## config.mk

```make
export PLATFORM = sky130hd
export DESIGN_NAME = flash_host_ctrl
export DESIGN_NICKNAME = d
export VERILOG_FILES = /design/src/core/flash_host_pkg.sv /design/src/core/phase_timer_if.sv /design/src/core/phase_timer.sv /design/src/core/flash_host_ctrl.sv
export SDC_FILE = /design/constraint.sdc
export NUM_CORES = 1
export LEC_CHECK = 0
export BUFFER_PORTS_ARGS = -buffer_cell sky130_fd_sc_hd__clkbuf_2
export CAP_MARGIN = 30
export CORE_ASPECT_RATIO = 0.6
export CORE_MARGIN = 2
export CORE_UTILIZATION = 53
export CTS_CLUSTER_SIZE = 28
export DETAILED_ROUTE_END_ITERATION = 6
export PLACE_DENSITY = 0.79
export SLEW_MARGIN = 40
export SYNTH_ARGS = -nofsm -noshare
export SYNTH_HDL_FRONTEND = slang
export SYNTH_HIERARCHICAL = 1
export SYNTH_SLANG_ARGS = --single-unit
export TNS_END_PERCENT = 30
```

## constraint.sdc

```tcl
create_clock -name clk -period 2.1 [get_ports clk]
set_input_delay 0 -clock clk [delete_from_list [all_inputs] [get_ports clk]]
set_output_delay 0 -clock clk [all_outputs]
set_load 0.1 [all_outputs]
```

## src/core/flash_host_pkg.sv

```systemverilog
// Shared constants and types for the flash bus host controller
package flash_host_pkg;
    // ==========================================
    // Clock and bus geometry
    localparam int CLK_PERIOD_NS = 5;        // 200 MHz system clock
    localparam int ADDR_W = 21;              // Byte address A0..A20
    localparam int DATA_W = 16;              // Data lines DQ0..DQ15
    localparam int BLOCK_LSB = 16;           // Block number starts at byte address bit 16
    localparam int BLOCK_W = 5;              // 32 uniform 64K-byte blocks
    localparam int SYNC_STAGES = 2;          // Pin input synchroniser depth

    // ==========================================
    // Bus timing, in ns as chosen, and derived cycle counts (least times round up)
    localparam int T_ADDR_SETUP_NS = 10;     // Address/data stable before strobe
    localparam int T_WE_PULSE_NS = 50;       // Write-enable low width
    localparam int T_WR_HOLD_NS = 10;        // Address/data held after write-enable rise
    localparam int T_READ_ACCESS_NS = 100;   // Select/output-enable low to data valid
    localparam int T_RP_LOW_NS = 100;        // Reset/power-down low width
    localparam int T_WAKE_NS = 1000;         // Wake-up after reset/power-down release
    localparam int T_RECOVER_NS = 20;        // Idle gap between bus cycles

    localparam int ADDR_SETUP_CYC = (T_ADDR_SETUP_NS + CLK_PERIOD_NS - 1) / CLK_PERIOD_NS;
    localparam int WE_PULSE_CYC = (T_WE_PULSE_NS + CLK_PERIOD_NS - 1) / CLK_PERIOD_NS;
    localparam int WR_HOLD_CYC = (T_WR_HOLD_NS + CLK_PERIOD_NS - 1) / CLK_PERIOD_NS;
    localparam int READ_CYC = (T_READ_ACCESS_NS + CLK_PERIOD_NS - 1) / CLK_PERIOD_NS
                              + SYNC_STAGES;
    localparam int RP_LOW_CYC = (T_RP_LOW_NS + CLK_PERIOD_NS - 1) / CLK_PERIOD_NS;
    localparam int WAKE_CYC = (T_WAKE_NS + CLK_PERIOD_NS - 1) / CLK_PERIOD_NS;
    localparam int RECOVER_CYC = (T_RECOVER_NS + CLK_PERIOD_NS - 1) / CLK_PERIOD_NS;

    localparam int TMR_W = 8;                // Phase timer width

    // ==========================================
    // User requests
    typedef enum logic [2:0] {
        OP_READ_ARRAY,
        OP_READ_IDENT,
        OP_READ_QUERY,
        OP_READ_STATUS,
        OP_WRITE,
        OP_DEV_RESET
    } op_e;

    // Read source the device is believed to present
    typedef enum logic [2:0] {
        SRC_UNKNOWN,
        SRC_ARRAY,
        SRC_IDENT,
        SRC_QUERY,
        SRC_STATUS
    } src_e;
endpackage

```

## src/core/phase_timer_if.sv

```systemverilog
// Carrier between the host sequencer and its phase timer
`timescale 1ns/10ps
interface phase_timer_if;
    logic start;                              // One-cycle start pulse
    logic [flash_host_pkg::TMR_W-1:0] load;   // Phase length in cycles, at least 1
    logic done;                               // One-cycle pulse when the phase ends
    modport ctrl (output start, output load, input done);
    modport timer (input start, input load, output done);
endinterface

```

## src/core/phase_timer.sv

```systemverilog
// Down-counter that times one bus phase
`timescale 1ns/10ps
module phase_timer (
    input wire logic clk,
    input wire logic rst,
    phase_timer_if.timer t
);
    // ==========================================
    // Counter
    logic [flash_host_pkg::TMR_W-1:0] count; // Cycles left in the phase
    logic running;                            // Phase in progress

    // Load on start, pulse done after load cycles
    always_ff @(posedge clk) begin
        if (rst) begin
            count <= '0;
            running <= 1'b0;
            t.done <= 1'b0;
        end else begin
            t.done <= 1'b0;
            if (t.start) begin
                count <= t.load;
                running <= 1'b1;
            end else if (running) begin
                // Last cycle of the phase
                if (count <= flash_host_pkg::TMR_W'(1)) begin
                    running <= 1'b0;
                    t.done <= 1'b1;
                end
                count <= count - flash_host_pkg::TMR_W'(1);
            end
        end
    end
endmodule

```

## src/core/flash_host_ctrl.sv

```systemverilog
// Host-side controller driving a parallel block-erasable flash device
`timescale 1ns/10ps
module flash_host_ctrl #(
    parameter logic [7:0] CMD_READ_ARRAY = 8'hff,   // Read-mode command codes
    parameter logic [7:0] CMD_READ_IDENT = 8'h90,
    parameter logic [7:0] CMD_READ_QUERY = 8'h98,
    parameter logic [7:0] CMD_READ_STATUS = 8'h70,
    parameter int WAKE_CYCLES = flash_host_pkg::WAKE_CYC  // Wake-up wait after reset pulse
) (
    input wire logic clk,
    input wire logic rst,
    // User request port
    input wire logic req_valid,
    output logic req_ready,
    input wire logic [2:0] req_op,
    input wire logic [flash_host_pkg::ADDR_W-1:0] req_addr,
    input wire logic [flash_host_pkg::DATA_W-1:0] req_wdata,
    output logic rsp_valid,
    output logic [flash_host_pkg::DATA_W-1:0] rsp_data,
    output logic [flash_host_pkg::BLOCK_W-1:0] rsp_block,
    output logic dev_busy,
    // Flash pins
    output logic [flash_host_pkg::ADDR_W-1:0] flash_addr,
    input wire logic [flash_host_pkg::DATA_W-1:0] flash_dq_in,
    output logic [flash_host_pkg::DATA_W-1:0] flash_dq_out,
    output logic flash_dq_oe,
    output logic chip_select_a_n,
    output logic chip_select_b_n,
    output logic flash_oe_n,
    output logic flash_we_n,
    output logic reset_powerdown_n,
    input wire logic ready_busy_out
);
    // ==========================================
    // Elaboration checks
    // Wake wait must fit the phase timer and be at least one cycle
    if (WAKE_CYCLES < 1 || WAKE_CYCLES >= (1 << flash_host_pkg::TMR_W)) begin : g_wake_check
        $error("WAKE_CYCLES out of timer range");
    end

    // ==========================================
    // Pin input synchronisers
    logic [flash_host_pkg::DATA_W-1:0] dq_meta;   // First stage, read only by dq_sync
    logic [flash_host_pkg::DATA_W-1:0] dq_sync;   // Stable read data
    logic rb_meta;                                // First stage, read only by rb_sync
    logic rb_sync;                                // Stable ready/busy level

    // Two flops before any logic looks at the pins
    always_ff @(posedge clk) begin
        if (rst) begin
            dq_meta <= '0;
            dq_sync <= '0;
            rb_meta <= 1'b1;
            rb_sync <= 1'b1;
        end else begin
            dq_meta <= flash_dq_in;
            dq_sync <= dq_meta;
            rb_meta <= ready_busy_out;
            rb_sync <= rb_meta;
        end
    end

    // Busy shown while the open-drain line is pulled low
    always_ff @(posedge clk) begin
        if (rst) begin
            dev_busy <= 1'b0;
        end else begin
            dev_busy <= ~rb_sync;
        end
    end

    // ==========================================
    // Phase timer
    phase_timer_if tmr ();
    phase_timer u_timer (
        .clk(clk),
        .rst(rst),
        .t(tmr.timer)
    );

    // Cycle count fitted to the timer width
    function automatic logic [flash_host_pkg::TMR_W-1:0] cyc(input int n);
        cyc = flash_host_pkg::TMR_W'(n);
    endfunction

    // Read-mode command for a wanted source
    function automatic logic [7:0] mode_cmd(input flash_host_pkg::src_e s);
        case (s)
            flash_host_pkg::SRC_IDENT: mode_cmd = CMD_READ_IDENT;
            flash_host_pkg::SRC_QUERY: mode_cmd = CMD_READ_QUERY;
            flash_host_pkg::SRC_STATUS: mode_cmd = CMD_READ_STATUS;
            default: mode_cmd = CMD_READ_ARRAY;
        endcase
    endfunction

    // ==========================================
    // Sequencer
    typedef enum logic [3:0] {
        ST_IDLE,
        ST_WR_SETUP,
        ST_WR_PULSE,
        ST_WR_HOLD,
        ST_RD_ACCESS,
        ST_RECOVER,
        ST_RP_LOW,
        ST_WAKE
    } state_e;

    state_e state;                                // Current bus phase
    flash_host_pkg::src_e cur_src;                // Source the device presents
    flash_host_pkg::src_e want_src;               // Source the pending read needs
    logic read_pending;                           // A read follows the current write

    // Read source wanted by a request
    function automatic flash_host_pkg::src_e src_of(input logic [2:0] op);
        case (op)
            3'(flash_host_pkg::OP_READ_IDENT): src_of = flash_host_pkg::SRC_IDENT;
            3'(flash_host_pkg::OP_READ_QUERY): src_of = flash_host_pkg::SRC_QUERY;
            3'(flash_host_pkg::OP_READ_STATUS): src_of = flash_host_pkg::SRC_STATUS;
            default: src_of = flash_host_pkg::SRC_ARRAY;
        endcase
    endfunction

    // Bus phases, pin drive and request handling
    always_ff @(posedge clk) begin
        if (rst) begin
            state <= ST_IDLE;
            cur_src <= flash_host_pkg::SRC_UNKNOWN;
            want_src <= flash_host_pkg::SRC_ARRAY;
            read_pending <= 1'b0;
            req_ready <= 1'b1;
            rsp_valid <= 1'b0;
            rsp_data <= '0;
            rsp_block <= '0;
            flash_addr <= '0;
            flash_dq_out <= '0;
            flash_dq_oe <= 1'b0;
            chip_select_a_n <= 1'b1;
            chip_select_b_n <= 1'b1;
            flash_oe_n <= 1'b1;
            flash_we_n <= 1'b1;
            reset_powerdown_n <= 1'b1;
            tmr.start <= 1'b0;
            tmr.load <= '0;
        end else begin
            tmr.start <= 1'b0;
            rsp_valid <= 1'b0;
            case (state)
                // Accept one request
                ST_IDLE: begin
                    if (req_valid && req_ready) begin
                        req_ready <= 1'b0;
                        flash_addr <= req_addr;
                        // Block number of the target address
                        rsp_block <= req_addr[flash_host_pkg::BLOCK_LSB +:
                                              flash_host_pkg::BLOCK_W];
                        tmr.start <= 1'b1;
                        if (req_op == 3'(flash_host_pkg::OP_DEV_RESET)) begin
                            // Pulse reset/power-down low
                            reset_powerdown_n <= 1'b0;
                            tmr.load <= cyc(flash_host_pkg::RP_LOW_CYC);
                            state <= ST_RP_LOW;
                        end else if (req_op == 3'(flash_host_pkg::OP_WRITE)) begin
                            // Raw bus write, one step of a command sequence
                            flash_dq_out <= req_wdata;
                            read_pending <= 1'b0;
                            flash_dq_oe <= 1'b1;
                            tmr.load <= cyc(flash_host_pkg::ADDR_SETUP_CYC);
                            state <= ST_WR_SETUP;
                        end else if (src_of(req_op) != cur_src) begin
                            // Switch the read source by command first
                            want_src <= src_of(req_op);
                            flash_dq_out <= {8'h00, mode_cmd(src_of(req_op))};
                            read_pending <= 1'b1;
                            flash_dq_oe <= 1'b1;
                            tmr.load <= cyc(flash_host_pkg::ADDR_SETUP_CYC);
                            state <= ST_WR_SETUP;
                        end else begin
                            // Source already right: read at once
                            chip_select_a_n <= 1'b0;
                            chip_select_b_n <= 1'b0;
                            flash_oe_n <= 1'b0;
                            tmr.load <= cyc(flash_host_pkg::READ_CYC);
                            state <= ST_RD_ACCESS;
                        end
                    end
                end
                // Address and data settle, then write-enable falls
                ST_WR_SETUP: begin
                    if (tmr.done) begin
                        chip_select_a_n <= 1'b0;
                        chip_select_b_n <= 1'b0;
                        flash_we_n <= 1'b0;
                        tmr.start <= 1'b1;
                        tmr.load <= cyc(flash_host_pkg::WE_PULSE_CYC);
                        state <= ST_WR_PULSE;
                    end
                end
                // Write-enable rises with address and data still held
                ST_WR_PULSE: begin
                    if (tmr.done) begin
                        flash_we_n <= 1'b1;
                        tmr.start <= 1'b1;
                        tmr.load <= cyc(flash_host_pkg::WR_HOLD_CYC);
                        state <= ST_WR_HOLD;
                    end
                end
                // Release the bus after hold
                ST_WR_HOLD: begin
                    if (tmr.done) begin
                        chip_select_a_n <= 1'b1;
                        chip_select_b_n <= 1'b1;
                        flash_dq_oe <= 1'b0;
                        tmr.start <= 1'b1;
                        tmr.load <= cyc(flash_host_pkg::RECOVER_CYC);
                        if (read_pending) begin
                            cur_src <= want_src;
                        end else begin
                            // Any raw write may start an alteration
                            cur_src <= flash_host_pkg::SRC_UNKNOWN;
                            rsp_valid <= 1'b1;
                        end
                        state <= ST_RECOVER;
                    end
                end
                // Selects and output-enable low, write-enable held high
                ST_RD_ACCESS: begin
                    if (tmr.done) begin
                        rsp_data <= dq_sync;
                        rsp_valid <= 1'b1;
                        chip_select_a_n <= 1'b1;
                        chip_select_b_n <= 1'b1;
                        flash_oe_n <= 1'b1;
                        tmr.start <= 1'b1;
                        tmr.load <= cyc(flash_host_pkg::RECOVER_CYC);
                        state <= ST_RECOVER;
                    end
                end
                // Idle gap; a pending read follows its mode command
                ST_RECOVER: begin
                    if (tmr.done) begin
                        if (read_pending) begin
                            read_pending <= 1'b0;
                            chip_select_a_n <= 1'b0;
                            chip_select_b_n <= 1'b0;
                            flash_oe_n <= 1'b0;
                            tmr.start <= 1'b1;
                            tmr.load <= cyc(flash_host_pkg::READ_CYC);
                            state <= ST_RD_ACCESS;
                        end else begin
                            req_ready <= 1'b1;
                            state <= ST_IDLE;
                        end
                    end
                end
                // Reset/power-down held low
                ST_RP_LOW: begin
                    if (tmr.done) begin
                        reset_powerdown_n <= 1'b1;
                        tmr.start <= 1'b1;
                        tmr.load <= cyc(WAKE_CYCLES);
                        state <= ST_WAKE;
                    end
                end
                // Device wakes in array mode
                ST_WAKE: begin
                    if (tmr.done) begin
                        cur_src <= flash_host_pkg::SRC_ARRAY;
                        rsp_valid <= 1'b1;
                        req_ready <= 1'b1;
                        state <= ST_IDLE;
                    end
                end
                default: begin
                    state <= ST_IDLE;
                    req_ready <= 1'b1;
                end
            endcase
        end
    end
endmodule

```

-- After elaboration in Yosys (flattened, before gate mapping)
Index checks and enable logic that the tools add are counted.
- add/sub/neg operators: 1
- magnitude comparators: 1
- eq/ne operators: 32
- mux-type cells: 83
- bitwise operators: 5
- reductions and logical operators: 30
- operators with widths (operator ; number):
    two-way mux 8 bit ; 9
    two-way mux 3 bit ; 18
    case mux 8 bit (6 select lines) ; 1
    two-way mux 16 bit ; 2
    two-way mux 1 bit ; 30
    two-way mux 4 bit ; 7
    case mux 4 bit (7 select lines) ; 1
    case mux 8 bit (3 select lines) ; 1
    AND reduction 5 bit ; 4
    == test 4 x 3 -> 1 bit (second input constant) ; 4
    != test 2 x 1 -> 1 bit (second input constant) ; 8
    AND reduction 8 bit ; 2
    two-way mux 5 bit ; 3
    != test 2 bit (second input constant) ; 7
    nonzero test 2 bit ; 7
    == test 3 x 2 -> 1 bit (second input constant) ; 4
    case mux 1 bit (2 select lines) ; 5
    == test 3 bit (second input constant) ; 3
    case mux 3 bit (3 select lines) ; 1
    AND reduction 9 bit ; 1
    == test 4 x 2 -> 1 bit (second input constant) ; 2
    <= comparator 8 x 1 -> 1 bit (second input constant) ; 1
    case mux 1 bit (4 select lines) ; 2
    AND reduction 4 bit ; 2
    other kinds (19) ; 27
- flip-flop bits (word level): 130
- bits of input ports: 60
- word-level logic and storage cells: 177

-- Longest topological paths before layout
Gate-level depths: netlist of the first run.
- depth after elaboration: 18
- mapped depth: 7
- depth with buffers taken out: 5

-- By module
Netlist of the first run, hierarchy kept.
- modules (own cells, without submodules) (module ; instances ; cells each ; area each (µm²) ; sequential area each (µm²)):
    flash_host_ctrl ; 1 ; 511 ; 4406.7 ; 2222.1
    phase_timer ; 1 ; 64 ; 534.3 ; 200.2

-- Least setup slack after synthesis of the first run
No wires, ideal clock.
- path type: reg-to-reg
- from: register req_ready
- to: register flash_dq_out[3] in the netlist's numbering
- library setup time: 0.123 ns
- data arrival time: 2.110 ns
- slack: -0.133 ns
- stages on the path, launching flop included: 6
- path buffers: 1
- cell sequence: dfxtp_1 -> nand2_1 -> a211o_1 -> a211o_1 -> buf_6 -> mux2_1
- longest elaborated chain between the ends: 2
- ends and longest elaborated chain (item ; line ; RTL):
    start: declaration ; flash_host_ctrl.sv:14 ; output logic req_ready,
    start signal: assignment ; flash_host_ctrl.sv:131 ; req_ready <= 1'b1;
    start signal: assignment ; flash_host_ctrl.sv:152 ; req_ready <= 1'b0;
    start signal: assignment ; flash_host_ctrl.sv:251 ; req_ready <= 1'b1;
    logical AND 1 bit ; flash_host_ctrl.sv:151 ; if (req_valid && req_ready) begin
    AND reduction 4 bit (no source line) ; n/a ;
    end signal: assignment ; flash_host_ctrl.sv:165 ; flash_dq_out <= req_wdata;
    end signal: assignment ; flash_host_ctrl.sv:173 ; flash_dq_out <= {8'h00, mode_cmd(src_of(req_op))};
    end: declaration ; flash_host_ctrl.sv:25 ; output logic [flash_host_pkg::DATA_W-1:0] flash_dq_out,
Every way passes these cells.
A chain may end at the register's enable or synchronous reset.

-- Worst setup path in the final report of the first run
- from: register cur_src[1]
- to: register flash_dq_out[11] in the netlist's numbering
- longest elaborated chain between the ends: 3
- ends and longest elaborated chain (item ; line ; RTL):
    start: declaration ; flash_host_ctrl.sv:110 ; flash_host_pkg::src_e cur_src;
    start signal: assignment ; flash_host_ctrl.sv:128 ; cur_src <= flash_host_pkg::SRC_UNKNOWN;
    start signal: assignment ; flash_host_ctrl.sv:217 ; cur_src <= want_src;
    start signal: assignment ; flash_host_ctrl.sv:220 ; cur_src <= flash_host_pkg::SRC_UNKNOWN;
    != test 3 bit ; flash_host_ctrl.sv:170 ; end else if (src_of(req_op) != cur_src) begin
    nonzero test 2 bit (no source line) ; n/a ;
    AND reduction 4 bit (no source line) ; n/a ;
Every way passes these cells.

==> metrics.md, run 1 <==
| Metric | Value |
|---|---|
| Req. time, crit path | 2.43 ns |
| Fillers | 656 |
| Core Box Area | 0.009121 mm2 |
| Async S/R FF share, synth | 0% |
| Minimum clock period | 1.962 ns |
| Syn avg cell area | 8.593 um2 |
| CTS buffer count | 17 |
| All-Layer GR Usage | 27.43% |
| Fin area | 0.006741 mm2 |
| Share of cells above drive strength 1 | 24.23% |
| Max transition margin | 60.49% |
| Max_cap viols | 0 |
| Largest net degree at the start of global routing | 106 |
| Number of global-route vias before repair | 4587 |
| Crit share post-route | 93.43% |
| Initial antenna violation count | 0 |
| F_max | 0.5097 GHz |
| Primary FF master, synth | dfxtp_1 |
| Synth unique cells | 59 |
| Die Area | 0.01014 mm2 |
| I/O pin total | 127 |
| Slew Viols, Final | 0 |
| Cells after synthesis | 575 |
| Crit path capture type | flop |
| Status | completed |
| Crit path kind | flop to flop |
| Leak | 2.868 nW |
| # DRC | 0 |
| Arrival time worst endpoint | 2.29 ns |
| Setup crit start kind | flop |
| HP Class | primary input to flop |
| CTS Sinks | 121 |
| P&R area growth vs syn | 36.44% |
| Synthesized area | 0.004941 mm2 |
| Clk buf depth | 2 |
| Most frequent cells after synthesis | dfxtp_1 (121), nand2_1 (112), a21oi_1 (56) |
| Area of placed instances | 0.005603 mm2 |
| Critical path peak fanout | 16 |
| Synth top area cells | dfxtp_1 (49%), nand2_1 (8.5%), a21oi_1 (5.7%), nor2b_1 (5.2%), mux2i_1 (3.0%) |
| Final hold violation count | 0 |
| Worst Setup SP | cur_src[1]$_SDFFE_PP0P_ |
| CTS tree | built |
| WL per Instance | 15.60 um |
| Routed Antenna Nets | 0 |
| Synth Register Bits | 121 |
| # rows | 27 |
| H-tree levels | 4 |
| Gr ovfl total | 0 |
| Initial Utilization | 54.17% |
| Worst Skew | 0.008931 ns |
| CTS root buf | clkbuf_16 |
| CP Capture Point | flash_dq_out[11]$_SDFFE_PP0P_ |
| Final setup vio count | 0 |
| Power per Cell Area | 978.2 mW/mm2 |
| DR pass1 iterations | 5 |
| Detailed placer's ending HPWL | 8.213 mm |
| RSZ-0062 raised after global routing | no |
| Worst reg2reg path endpoint | flash_dq_out[11]$_SDFFE_PP0P_ |
| Yosys synthesis warning count | 6 |
| R2R Setup Slk | 0.14 ns |
| Register-to-Register Path Depth | 5 |
| Die H | 78.79 um |
| Total routed wirelength | 13.53 mm |
| Hold path depth | 3 |
| Least-Margin Pin Slew | 0.5926 ns |
| Gp weighted congestion | 0.8635 |
| Port Buffers | 126 |
| DR iter-0 viols | 319 |
| Setup TNS | 0 ns |
| Most common cell in the netlist | dfxtp_1 |
| Worst reg2reg path startpoint | cur_src[1]$_SDFFE_PP0P_ |
| First-pass GRT wire length | 21.95 mm |
| Max VDD drop | 0.7590 mV |
| Vias after detailed routing | 4787 |
| Postcts setup bufs | 0 |
| Sequential fraction of the synthesis area | 49.03% |
| Top cell type by total area after synthesis | dfxtp_1 |
| Synth top area share | 49.03% |
| Die Wd | 128.7 um |
| Post-synth EDFFs | 0 |
| Clock latency on the worst-skew pair | 0.41 ns |
| Final Net Count | 800 |
| ANT cells | 0 |
| Vias/cell | 5.521 |
| Clock-pin slew of the registers on the worst-case setup and hold paths | 0.06 ns |
[cells by family after synthesis]
kind of cell	count (synthesis)	synth area share [%]
AOI/OAI and AO/OA	129	16.59
muxes	16	3.267
and+or+nand+nor	244	24.49
DFF	121	49.03
buffers and inverters	57	5.166
adders and majority gates	2	0.5064
xor gates and xnor gates	5	0.8863
other	1	0.07590
[cell type report]
class	count	area (um2)	share of cell area [%]
multi-input combinational	398	2281	33.83
timing repair buffer	191	1266	18.78
tap	116	145.1	2.153
clock buffer	17	425.4	6.310
clock inverter	15	166.4	2.468
inverter	9	33.78	0.5011
sequential	121	2424	35.95
[sequential cells by signal, indices dropped and copies added, names as in the netlist, 3 cells and up]
| signal | flops |
|---|---|
| tmr.load | 5 |
| rsp_block | 5 |
| state | 3 |
| want_src | 3 |
| u_timer/count | 8 |
| dq_sync | 16 |
| flash_addr | 16 |
| dq_meta | 16 |
| cur_src | 3 |
| rsp_data | 16 |
| flash_dq_out | 16 |
[worst max-delay path, stage by stage, from the launching register on]
cell and delay [ns]:
dfxtp_1 0.56, nor4bb_2 0.47, a211o_1 0.19, a211o_1 0.11, buf_4 0.29, mux2i_1 0.25
[where the power goes]
group	switching, mW	leakage [nW]	total, mW	internal, mW
Combinational	0.862	1.59	1.21	0.347
Sequential	0.0905	0.990	2.52	2.43
Clock	1.10	0.287	2.87	1.77
[worst min-delay path by stage]
stage	startpoint	to	slack (ns)
after floorplan	ready_busy_out	rb_meta$_SDFF_PP1_	0.10
after global placement	ready_busy_out	rb_meta$_SDFF_PP1_	0.19
final	rst	flash_we_n$_SDFFE_PP1P_	0.03
after global routing	rst	flash_we_n$_SDFFE_PP1P_	0.05
after CTS	rst	flash_we_n$_SDFFE_PP1P_	0.02
after detailed placement	ready_busy_out	rb_meta$_SDFF_PP1_	0.19
[per-stage QoR]
step / worst slack (ns) / hold WS (ns) / power [mW] / utilization, % / instances
after floorplan: 0.2294 / 0.1038 / 3.448 / - / 576
after global placement: 0.3049 / 0.1923 / 3.644 / 61.43 / 781
after detailed placement: 0.1328 / 0.1880 / 3.668 / 61.43 / 781
after CTS: 0.07557 / 0.01751 / 6.614 / 73.84 / 867
after global routing: 0.01394 / 0.05009 / 6.827 / 73.91 / 867
final: 0.1379 / 0.02899 / 6.595 / 73.91 / 867
[what timing repair did]
item	in CTS	in global routing
hold buffers	54	0
hold endpoints to repair	54	0
setup endpoints to repair	0	15
gates resized for setup	0	1
[routing by layer]
metal / up-vias / wire (um) / global-route usage [%]
met3: 19 / 879 / 6.199
met1: 2258 / 5802 / 34.58
met2: 193 / 6698 / 46.98
met4: 0 / 145 / 8.804
li1: 2317 / - / -
met5: - / 0 / 0
[placed cells by master, fill, tap and decap left out, types with 5 or more instances in the layout]
cell / Yosys / routed
a211oi_1: 9 / 9
a21oi_1: 56 / 56
a311oi_1: 5 / 5
and3_1: 5 / 5
buf_4: 6 / 10
clkbuf_16: 0 / 17
clkbuf_2: 0 / 125
dfxtp_1: 121 / 120
dlygate4sd3_1: 0 / 54
inv_1: 9 / 9
mux2i_1: 15 / 15
nand2_1: 112 / 112
nand2b_1: 7 / 7
nand3_1: 15 / 15
nor2_1: 16 / 15
nor2b_1: 41 / 41
nor3_1: 14 / 13
o211ai_1: 7 / 7
o21ai_0: 16 / 16
(Power assumes the default switching activity.)
==> run 2: changes to the inputs <==
--- a/config.mk
+++ b/config.mk
@@ -9,13 +9,12 @@
 export CAP_MARGIN = 30
 export CORE_ASPECT_RATIO = 0.6
 export CORE_MARGIN = 2
-export CORE_UTILIZATION = 53
+export CORE_UTILIZATION = 52
 export CTS_CLUSTER_SIZE = 28
 export DETAILED_ROUTE_END_ITERATION = 6
-export PLACE_DENSITY = 0.79
+export PLACE_DENSITY = 0.78
 export SLEW_MARGIN = 40
 export SYNTH_ARGS = -nofsm -noshare
 export SYNTH_HDL_FRONTEND = slang
-export SYNTH_HIERARCHICAL = 1
 export SYNTH_SLANG_ARGS = --single-unit
 export TNS_END_PERCENT = 30
==> run 2 against run 1 <==
Effect of this change: largest power group unchanged; clock skew is 0.0033 ns lower; wire length is 7.7% lower; combinational power is 48% higher; synthesized cell count is 5.2% lower; hold slack better by 0.031 ns; clock-buffer cell count stayed put; via count is 6.3% lower.
==> metrics.md, run 2 <==
| Metric | Value |
|---|---|
| Slew Viols, Final | 0 (unchanged) |
| Detailed placer's ending HPWL | 7.705 mm (-6.2%) |
| Worst Setup SP | cur_src[1]$_SDFFE_PP0P_ |
| Die Wd | 126.9 um (-1.4%) |
| Slowest CP cell | or4_4 |
| Synth Register Bits | 121 (unchanged) |
| H-tree levels | 4 (unchanged) |
| Fillers | 577 (-12%) |
| Gp weighted congestion | 0.9443 (+9.4%) |
| Cells after synthesis | 545 (-5.2%) |
| RSZ-0062 raised after global routing | no |
| Worst hold slack | 0.05968 ns (+0.03068 ns) |
| Most frequent cells in the layout | clkbuf_2 (125), dfxtp_1 (119), nand2_1 (94) |
| Final hold violation count | 0 (unchanged) |
| Yosys synthesis warning count | 0 (-6) |
| P&R area growth vs syn | 39.12% |
| Postcts setup bufs | 0 (unchanged) |
| Crit path kind | flop to flop |
| Max_cap viols | 0 (unchanged) |
| Pre-CTS WS | 0.08970 ns (-0.04308 ns) |
| Clock latency on the worst-skew pair | 0.41 ns (about the same) |
| Setup crit start kind | flop |
| # rows | 26 (-3.7%) |
| DR pass1 iterations | 6 (+1) |
| Port Buffers | 126 (unchanged) |
| Die H | 77.73 um (-1.4%) |
| Synth Net Count | 607 |
| Final Net Count | 778 (-2.8%) |
| Arrival time worst endpoint | 2.26 ns (-0.03 ns) |
| CTS tree | built |
| Crit share post-route | 93.45% (about the same) |
| Setup TNS | 0 ns (unchanged) |
| Vias/cell | 5.333 (-3.4%) |
| ANT cells | 0 (unchanged) |
| Synth top area cells | dfxtp_1 (51%), nand2_1 (7.5%), a21oi_1 (7.1%), nor2b_1 (5.2%), nor2_1 (3.2%) |
| Clock-pin slew of the registers on the worst-case setup and hold paths | 0.06 ns (about the same) |
| Worst Skew | 0.005644 ns (-0.003287 ns) |
| Critical path peak fanout | 8 (-8) |
| Initial Utilization | 54.44% (+0.27 points) |
| DR iter-0 viols | 484 (+52%) |
| Primary FF master, synth | dfxtp_1 |
| Synthesized area | 0.004711 mm2 (-4.7%) |
| CTS root buf | clkbuf_16 |
| Hold Path Origin | req_valid |
| Clk buf depth | 2 (unchanged) |
| Status | completed |
| Req. time, crit path | 2.40 ns (-0.03 ns) |
| Top cell type by total area after synthesis | dfxtp_1 |
| Async S/R FF share, synth | 0% (unchanged) |
| Most common cell in the netlist | dfxtp_1 |
| Share of cells above drive strength 1 | 26.20% (+2.0 points) |
| HP Class | primary input to flop |
| Commonest non-fill, non-tap cell in the layout | clkbuf_2 |
| # DRC | 0 (unchanged) |
| Largest net degree at the start of global routing | 49 (-54%) |
| Minimum clock period | 1.962 ns (+0.0002250 ns) |
| CTS Sinks | 121 (unchanged) |
| Power per Cell Area | 1111 mW/mm2 (+14%) |
| All-Layer GR Usage | 26.36% (-1.1 points) |
| Max transition margin | 60.55% (about the same) |
| Core Box Area | 0.008653 mm2 (-5.1%) |
| F_max | 0.5096 GHz (about the same) |
| Crit path capture type | flop |
| WL per Instance | 14.85 um (-4.8%) |
| CP Cell Sequence | xor2_1 > o31ai_2 > a22o_4 > or4_4 > mux2_4 |
| Routed Antenna Nets | 0 (unchanged) |
| Post-synth EDFFs | 0 (unchanged) |
| Final setup vio count | 0 (unchanged) |
| Most frequent cells after synthesis | dfxtp_1 (121), nand2_1 (94), a21oi_1 (67) |
| Number of global-route vias before repair | 4310 (-6.0%) |
| Leak | 2.773 nW (-3.3%) |
| Sequential fraction of the synthesis area | 51.42% (+2.4 points) |
| First-pass GRT wire length | 20.66 mm (-5.9%) |
| Synth unique cells | 51 (-14%) |
| Crit path setup slack, layout | 0.1377 ns (-0.0002250 ns) |
| Vias after detailed routing | 4485 (-6.3%) |
| Die Area | 0.009861 mm2 (-2.7%) |
| Syn avg cell area | 8.644 um2 (+0.59%) |
| Max VDD drop | 0.8708 mV (+15%) |
| Least-Margin Pin Slew | 0.5856 ns (-0.007057 ns) |
| Crit-path max cell delay | 0.53 ns (-0.03 ns) |
| Gr ovfl total | 0 (unchanged) |
| CTS buffer count | 17 (unchanged) |
| Total routed wirelength | 12.49 mm (-7.7%) |
| Initial antenna violation count | 0 (unchanged) |
| I/O pin total | 127 (unchanged) |
| Worst reg2reg path startpoint | cur_src[1]$_SDFFE_PP0P_ |
| Synth top area share | 51.42% (+2.4 points) |
run 2: timing repair:
action                                 4_1_cts  5_1_grt
setup endpoints to repair                    0        2
hold buffers                                52        0
resized for setup                            0        1
endpoints found under the hold margin       52        0
run 2: area by class of cell:
class                      count  area [um2]  area share, %
inverter                       6       22.52         0.3436
multi-input combinational    376        2077          31.69
tap                          112       140.1          2.138
clock inverter                15       165.2          2.520
sequential                   121        2425          37.00
clock buffer                  17       425.4          6.491
timing repair buffer         194        1299          19.82
run 2: final timing paths:
path                                                  to  slack, ns  depth (start not counted)
worst max-delay path            want_src[1]$_SDFFE_PP0P_       0.14                          5
worst min-delay path              req_ready$_SDFFE_PP1P_       0.06                          3
worst max register to register  want_src[1]$_SDFFE_PP0P_       0.14                          5
worst min register to register       dev_busy$_SDFF_PP0_       0.39                          1
run 2: cell families (layout without fill, tap and decap cells):
| kind of cell | count (synthesis) | after routing | synth area share, % |
|---|---|---|---|
| AOI/OAI and AO/OA | 120 | 120 | 15.09 |
| xor gates and xnor gates | 9 | 9 | 1.673 |
| adders and majority gates | 2 | 2 | 0.5311 |
| buffers and inverters | 48 | 232 | 4.488 |
| DFF | 121 | 121 | 51.42 |
| muxes | 9 | 9 | 2.151 |
| and+or+nand+nor | 236 | 236 | 24.65 |
run 2: metal layers:
layer	global-route usage (%)	vias up	share of wire, %
met5	0	-	0
li1	-	2179	-
met2	41.67	195	46
met3	6.828	30	7.4
met4	11.21	0	2.4
met1	34.45	2081	44
run 2: through the flow:
| stage | cells | cell area (um2) | total power [mW] | util [%] |
|---|---|---|---|---|
| 2_1_floorplan | 545 | 4712 | 4.024 | - |
| 3_3_place_gp | 757 | 5441 | 4.314 | 62.88 |
| 3_5_place_dp | 757 | 5441 | 4.354 | 62.88 |
| 4_1_cts | 841 | 6553 | 7.294 | 75.72 |
| 5_1_grt | 841 | 6554 | 7.572 | 75.74 |
| 6_report | 841 | 6554 | 7.284 | 75.74 |
run 2: power by group:
group	switching (mW)	leakage, nW	internal (mW)
Clock	1.10	0.283	1.77
Sequential	0.140	0.991	2.48
Combinational	1.31	1.50	0.484
run 2: critical path: cells and delay by family (launching register included):
family / cells / cell delay, ns
and+or+nand+nor: 1 / 0.53
DFF: 1 / 0.39
AOI/OAI and AO/OA: 2 / 0.38
muxes: 1 / 0.32
xor gates and xnor gates: 1 / 0.24
==> run 3: changes to the inputs <==
--- a/config.mk
+++ b/config.mk
@@ -5,9 +5,9 @@
 export SDC_FILE = /design/constraint.sdc
 export NUM_CORES = 1
 export LEC_CHECK = 0
+export ABC_AREA = 1
 export BUFFER_PORTS_ARGS = -buffer_cell sky130_fd_sc_hd__clkbuf_2
 export CAP_MARGIN = 30
-export CORE_ASPECT_RATIO = 0.6
 export CORE_MARGIN = 2
 export CORE_UTILIZATION = 52
 export CTS_CLUSTER_SIZE = 28
==> run 3 against run 2 <==
Effect of this change: the run now ends with hold timing left; hold slack worse by 0.089 ns; wire length is 3.9% lower; combinational power is 110% higher; non-clock buffer count stayed put; via count is 3.3% higher; synthesized cell count is 13% higher; sequential power is 11% higher; global-route usage is 1.8 points lower.
==> metrics.md, run 3 <==
| Metric | Value |
|---|---|
| # rows | 34 (+31%) |
| Failing checks | hold timing |
| Most used cell, CP | inv_2 |
| Initial antenna violation count | 0 (unchanged) |
| CTS Sinks | 121 (unchanged) |
| Fillers | 615 (+6.6%) |
| Port Buffers | 126 (unchanged) |
| RSZ-0062 raised after global routing | no |
| Leak | 3.006 nW (+8.4%) |
| Detailed placer's ending HPWL | 7.296 mm (-5.3%) |
| Final setup vio count | 0 (unchanged) |
| Syn avg cell area | 7.660 um2 (-11%) |
| Async S/R FF share, synth | 0% (unchanged) |
| Primary FF master, synth | dfxtp_1 |
| HP Class | primary input to flop |
| Routed Antenna Nets | 0 (unchanged) |
| Hold path depth | 3 (unchanged) |
| Final Net Count | 859 (+10%) |
| Gr ovfl total | 0 (unchanged) |
| Most frequent cells in the layout | nand2_1 (146), clkbuf_2 (125), dfxtp_1 (121) |
| CTS tree | built |
| Initial Utilization | 53.84% (-0.60 points) |
| Die H | 99.26 um (+28%) |
| # DRC | 0 (unchanged) |
| Arrival time worst endpoint | 2.14 ns (-0.12 ns) |
| Crit path capture type | flop |
| P&R area growth vs syn | 38.77% |
| Hold Path Origin | rst |
| Core Box Area | 0.008763 mm2 (+1.3%) |
| Total routed wirelength | 12.00 mm (-3.9%) |
| Crit path kind | primary input to flop |
| Slew Viols, Final | 0 (unchanged) |
| Number of global-route vias before repair | 4369 (+1.4%) |
| CP Cell Sequence | dlygate4sd3_1 > clkbuf_2 > inv_2 > nor2_1 > inv_2 > nor2_4 > inv_2 > o211ai_1 > nand2_1 > dlygate4sd3_1 > nand2_1 > a21oi_1 |
| WL per Instance | 13.08 um (-12%) |
| All-Layer GR Usage | 24.57% (-1.8 points) |
| I/O pin total | 127 (unchanged) |
| Synth unique cells | 39 (-24%) |
| ANT cells | 0 (unchanged) |
| Synth top area cells | dfxtp_1 (51%), nand2_1 (12%), a21oi_1 (7.3%), nor2_1 (5.7%), inv_1 (4.8%) |
| DP Cell Count | 824 (+8.9%) |
| Post-synth EDFFs | 0 (unchanged) |
| R2R Setup Slk | 0.40 ns (+0.26 ns) |
| Most common cell in the netlist | nand2_1 |
| Sequential fraction of the synthesis area | 51.34% (-0.082 points) |
| Finished Layout Cells | 918 (+9.2%) |
| Critical path peak fanout | 7 (-1) |
| Power per Cell Area | 1423 mW/mm2 (+28%) |
| Minimum clock period | 1.748 ns (-0.2144 ns) |
| Final hold violation count | 4 (+4) |
| Share of cells above drive strength 1 | 23.95% (-2.2 points) |
| Register-to-Register Path Depth | 8 (+3) |
| Synthesized area | 0.004718 mm2 (+0.16%) |
| Least-Margin Pin Slew | 0.5789 ns (-0.006635 ns) |
| Worst reg2reg path endpoint | tmr.load[4]$_SDFFE_PP0P_ |
| Synth Net Count | 678 (+12%) |
| H-tree levels | 4 (unchanged) |
| Crit-path max cell delay | 0.57 ns (+0.04 ns) |
| F_max | 0.5721 GHz (+12%) |
| Max_cap viols | 0 (unchanged) |
| Most frequent cells after synthesis | nand2_1 (146), dfxtp_1 (121), nor2_1 (72) |
| DR iter-0 viols | 215 (-56%) |
| Cells after synthesis | 616 (+13%) |
| PostCTS Resize Cnt | 0 (unchanged) |
| Hold endpoint | state[2]$_SDFFE_PP0P_ |
| Worst reg2reg path startpoint | state[2]$_SDFFE_PP0P_ |
| Largest net degree at the start of global routing | 103 (+110%) |
| Max VDD drop | 0.6691 mV (-23%) |
| DR pass1 iterations | 5 (-1) |
| Yosys synthesis warning count | 0 (unchanged) |
| Synth top area share | 51.34% (-0.082 points) |
| Vias after detailed routing | 4631 (+3.3%) |
| Die Area | 0.009852 mm2 (about the same) |
| Max transition margin | 61.57% (+1.0 points) |
| CTS root buf | clkbuf_8 |
| CTS buffer count | 17 (unchanged) |
| Worst Skew | 0.008848 ns (+0.003204 ns) |
| Setup crit start kind | primary input |
| Clock latency on the worst-skew pair | 0.52 ns (+0.11 ns) |
| Vias/cell | 5.045 (-5.4%) |
| Status | finished, violations left |
| Crit share post-route | 83.24% (-10 points) |
| Slowest CP cell | dlygate4sd3_1 |
| Die Wd | 99.26 um (-22%) |
| Clk buf depth | 2 (unchanged) |
| Synth Register Bits | 121 (unchanged) |
| Clock-pin slew of the registers on the worst-case setup and hold paths | 0.07 ns (about the same) |
| Gp weighted congestion | 0.8947 (-5.3%) |
| Commonest non-fill, non-tap cell in the layout | nand2_1 |
| Worst hold slack | -0.02917 ns (-0.08885 ns) |
| Setup TNS | 0 ns (unchanged) |
| Top cell type by total area after synthesis | dfxtp_1 |
| First-pass GRT wire length | 19.55 mm (-5.3%) |
| Req. time, crit path | 2.49 ns (+0.09 ns) |
-- run 3: through the flow --
stage                     instance area [um2]  utilization, %  hold WS (ns)  worst slack (ns)  power, mW
after global placement                   5366           61.24        0.1852            0.4760      6.453
after detailed placement                 5366           61.24        0.1865            0.4241      6.521
after floorplan                          4718               -        0.1038            0.1852      5.922
final                                    6548           74.71      -0.02917            0.3520      9.318
after global routing                     6548           74.71       0.01262            0.1990      9.820
after CTS                                6548           74.71      0.004411            0.3920      9.350
-- run 3: worst max-delay path by stage --
stage	to	startpoint	cells after the start
3_5_place_dp	tmr.load[4]$_SDFFE_PP0P_	state[2]$_SDFFE_PP0P_	8
3_3_place_gp	state[0]$_SDFFE_PP0P_	state[2]$_SDFFE_PP0P_	8
4_1_cts	tmr.load[4]$_SDFFE_PP0P_	state[2]$_SDFFE_PP0P_	8
6_report	flash_dq_out[2]$_SDFFE_PP0P_	req_op[2]	12
5_1_grt	tmr.load[4]$_SDFFE_PP0P_	state[2]$_SDFFE_PP0P_	8
2_1_floorplan	want_src[2]$_SDFFE_PP0P_	req_ready$_SDFFE_PP1P_	7
-- run 3: repair_timing --
action | CTS | global route
hold buffers | 62 | 0
setup buffers | 0 | 0
endpoints found under the hold margin | 56 | 0
-- run 3: kinds of logic (layout without fill, tap and decap cells) --
group / Yosys count / in the layout / synth area share, %
simple gates: 279 / 279 / 25.40
flops: 121 / 121 / 51.34
compound gates: 106 / 106 / 12.44
buf+inv: 104 / 298 / 9.547
xor+xnor: 4 / 4 / 0.7426
fa+ha+maj: 2 / 2 / 0.5303
-- run 3: where the power goes --
part | switching, mW | leakage, nW | internal, mW
clock | 1.20 | 0.265 | 1.51
sequential | 0.260 | 0.990 | 2.65
combinational | 2.85 | 1.75 | 0.844
-- run 3: routing by layer --
metal  routed length, um  vias to the layer above  GRT usage [%]
li1                    -                     2331              -
met1                4986                     2103          29.02
met2                5965                      174          42.72
met3                 826                       23          6.957
met4                 224                        0          8.746
met5                   0                        -              0
-- run 3: worst max-delay path, delay by kind of cell --
kind	cells	cell delay (ns)
AO/OA/AOI/OAI	2	0.20
buffers and inverters	6	1.46
AND/OR/NAND/NOR	4	0.47
-- run 3: area by class of cell --
cell class                 instances  area, um2  share of cell area [%]
sequential                       121       2422                   37.00
multi-input combinational        391       1846                   28.19
timing repair buffer             194       1311                   20.03
clock buffer                      17      414.1                   6.325
inverter                          72      272.8                   4.166
clock inverter                    15      146.4                   2.236
tap                              108      135.1                   2.064
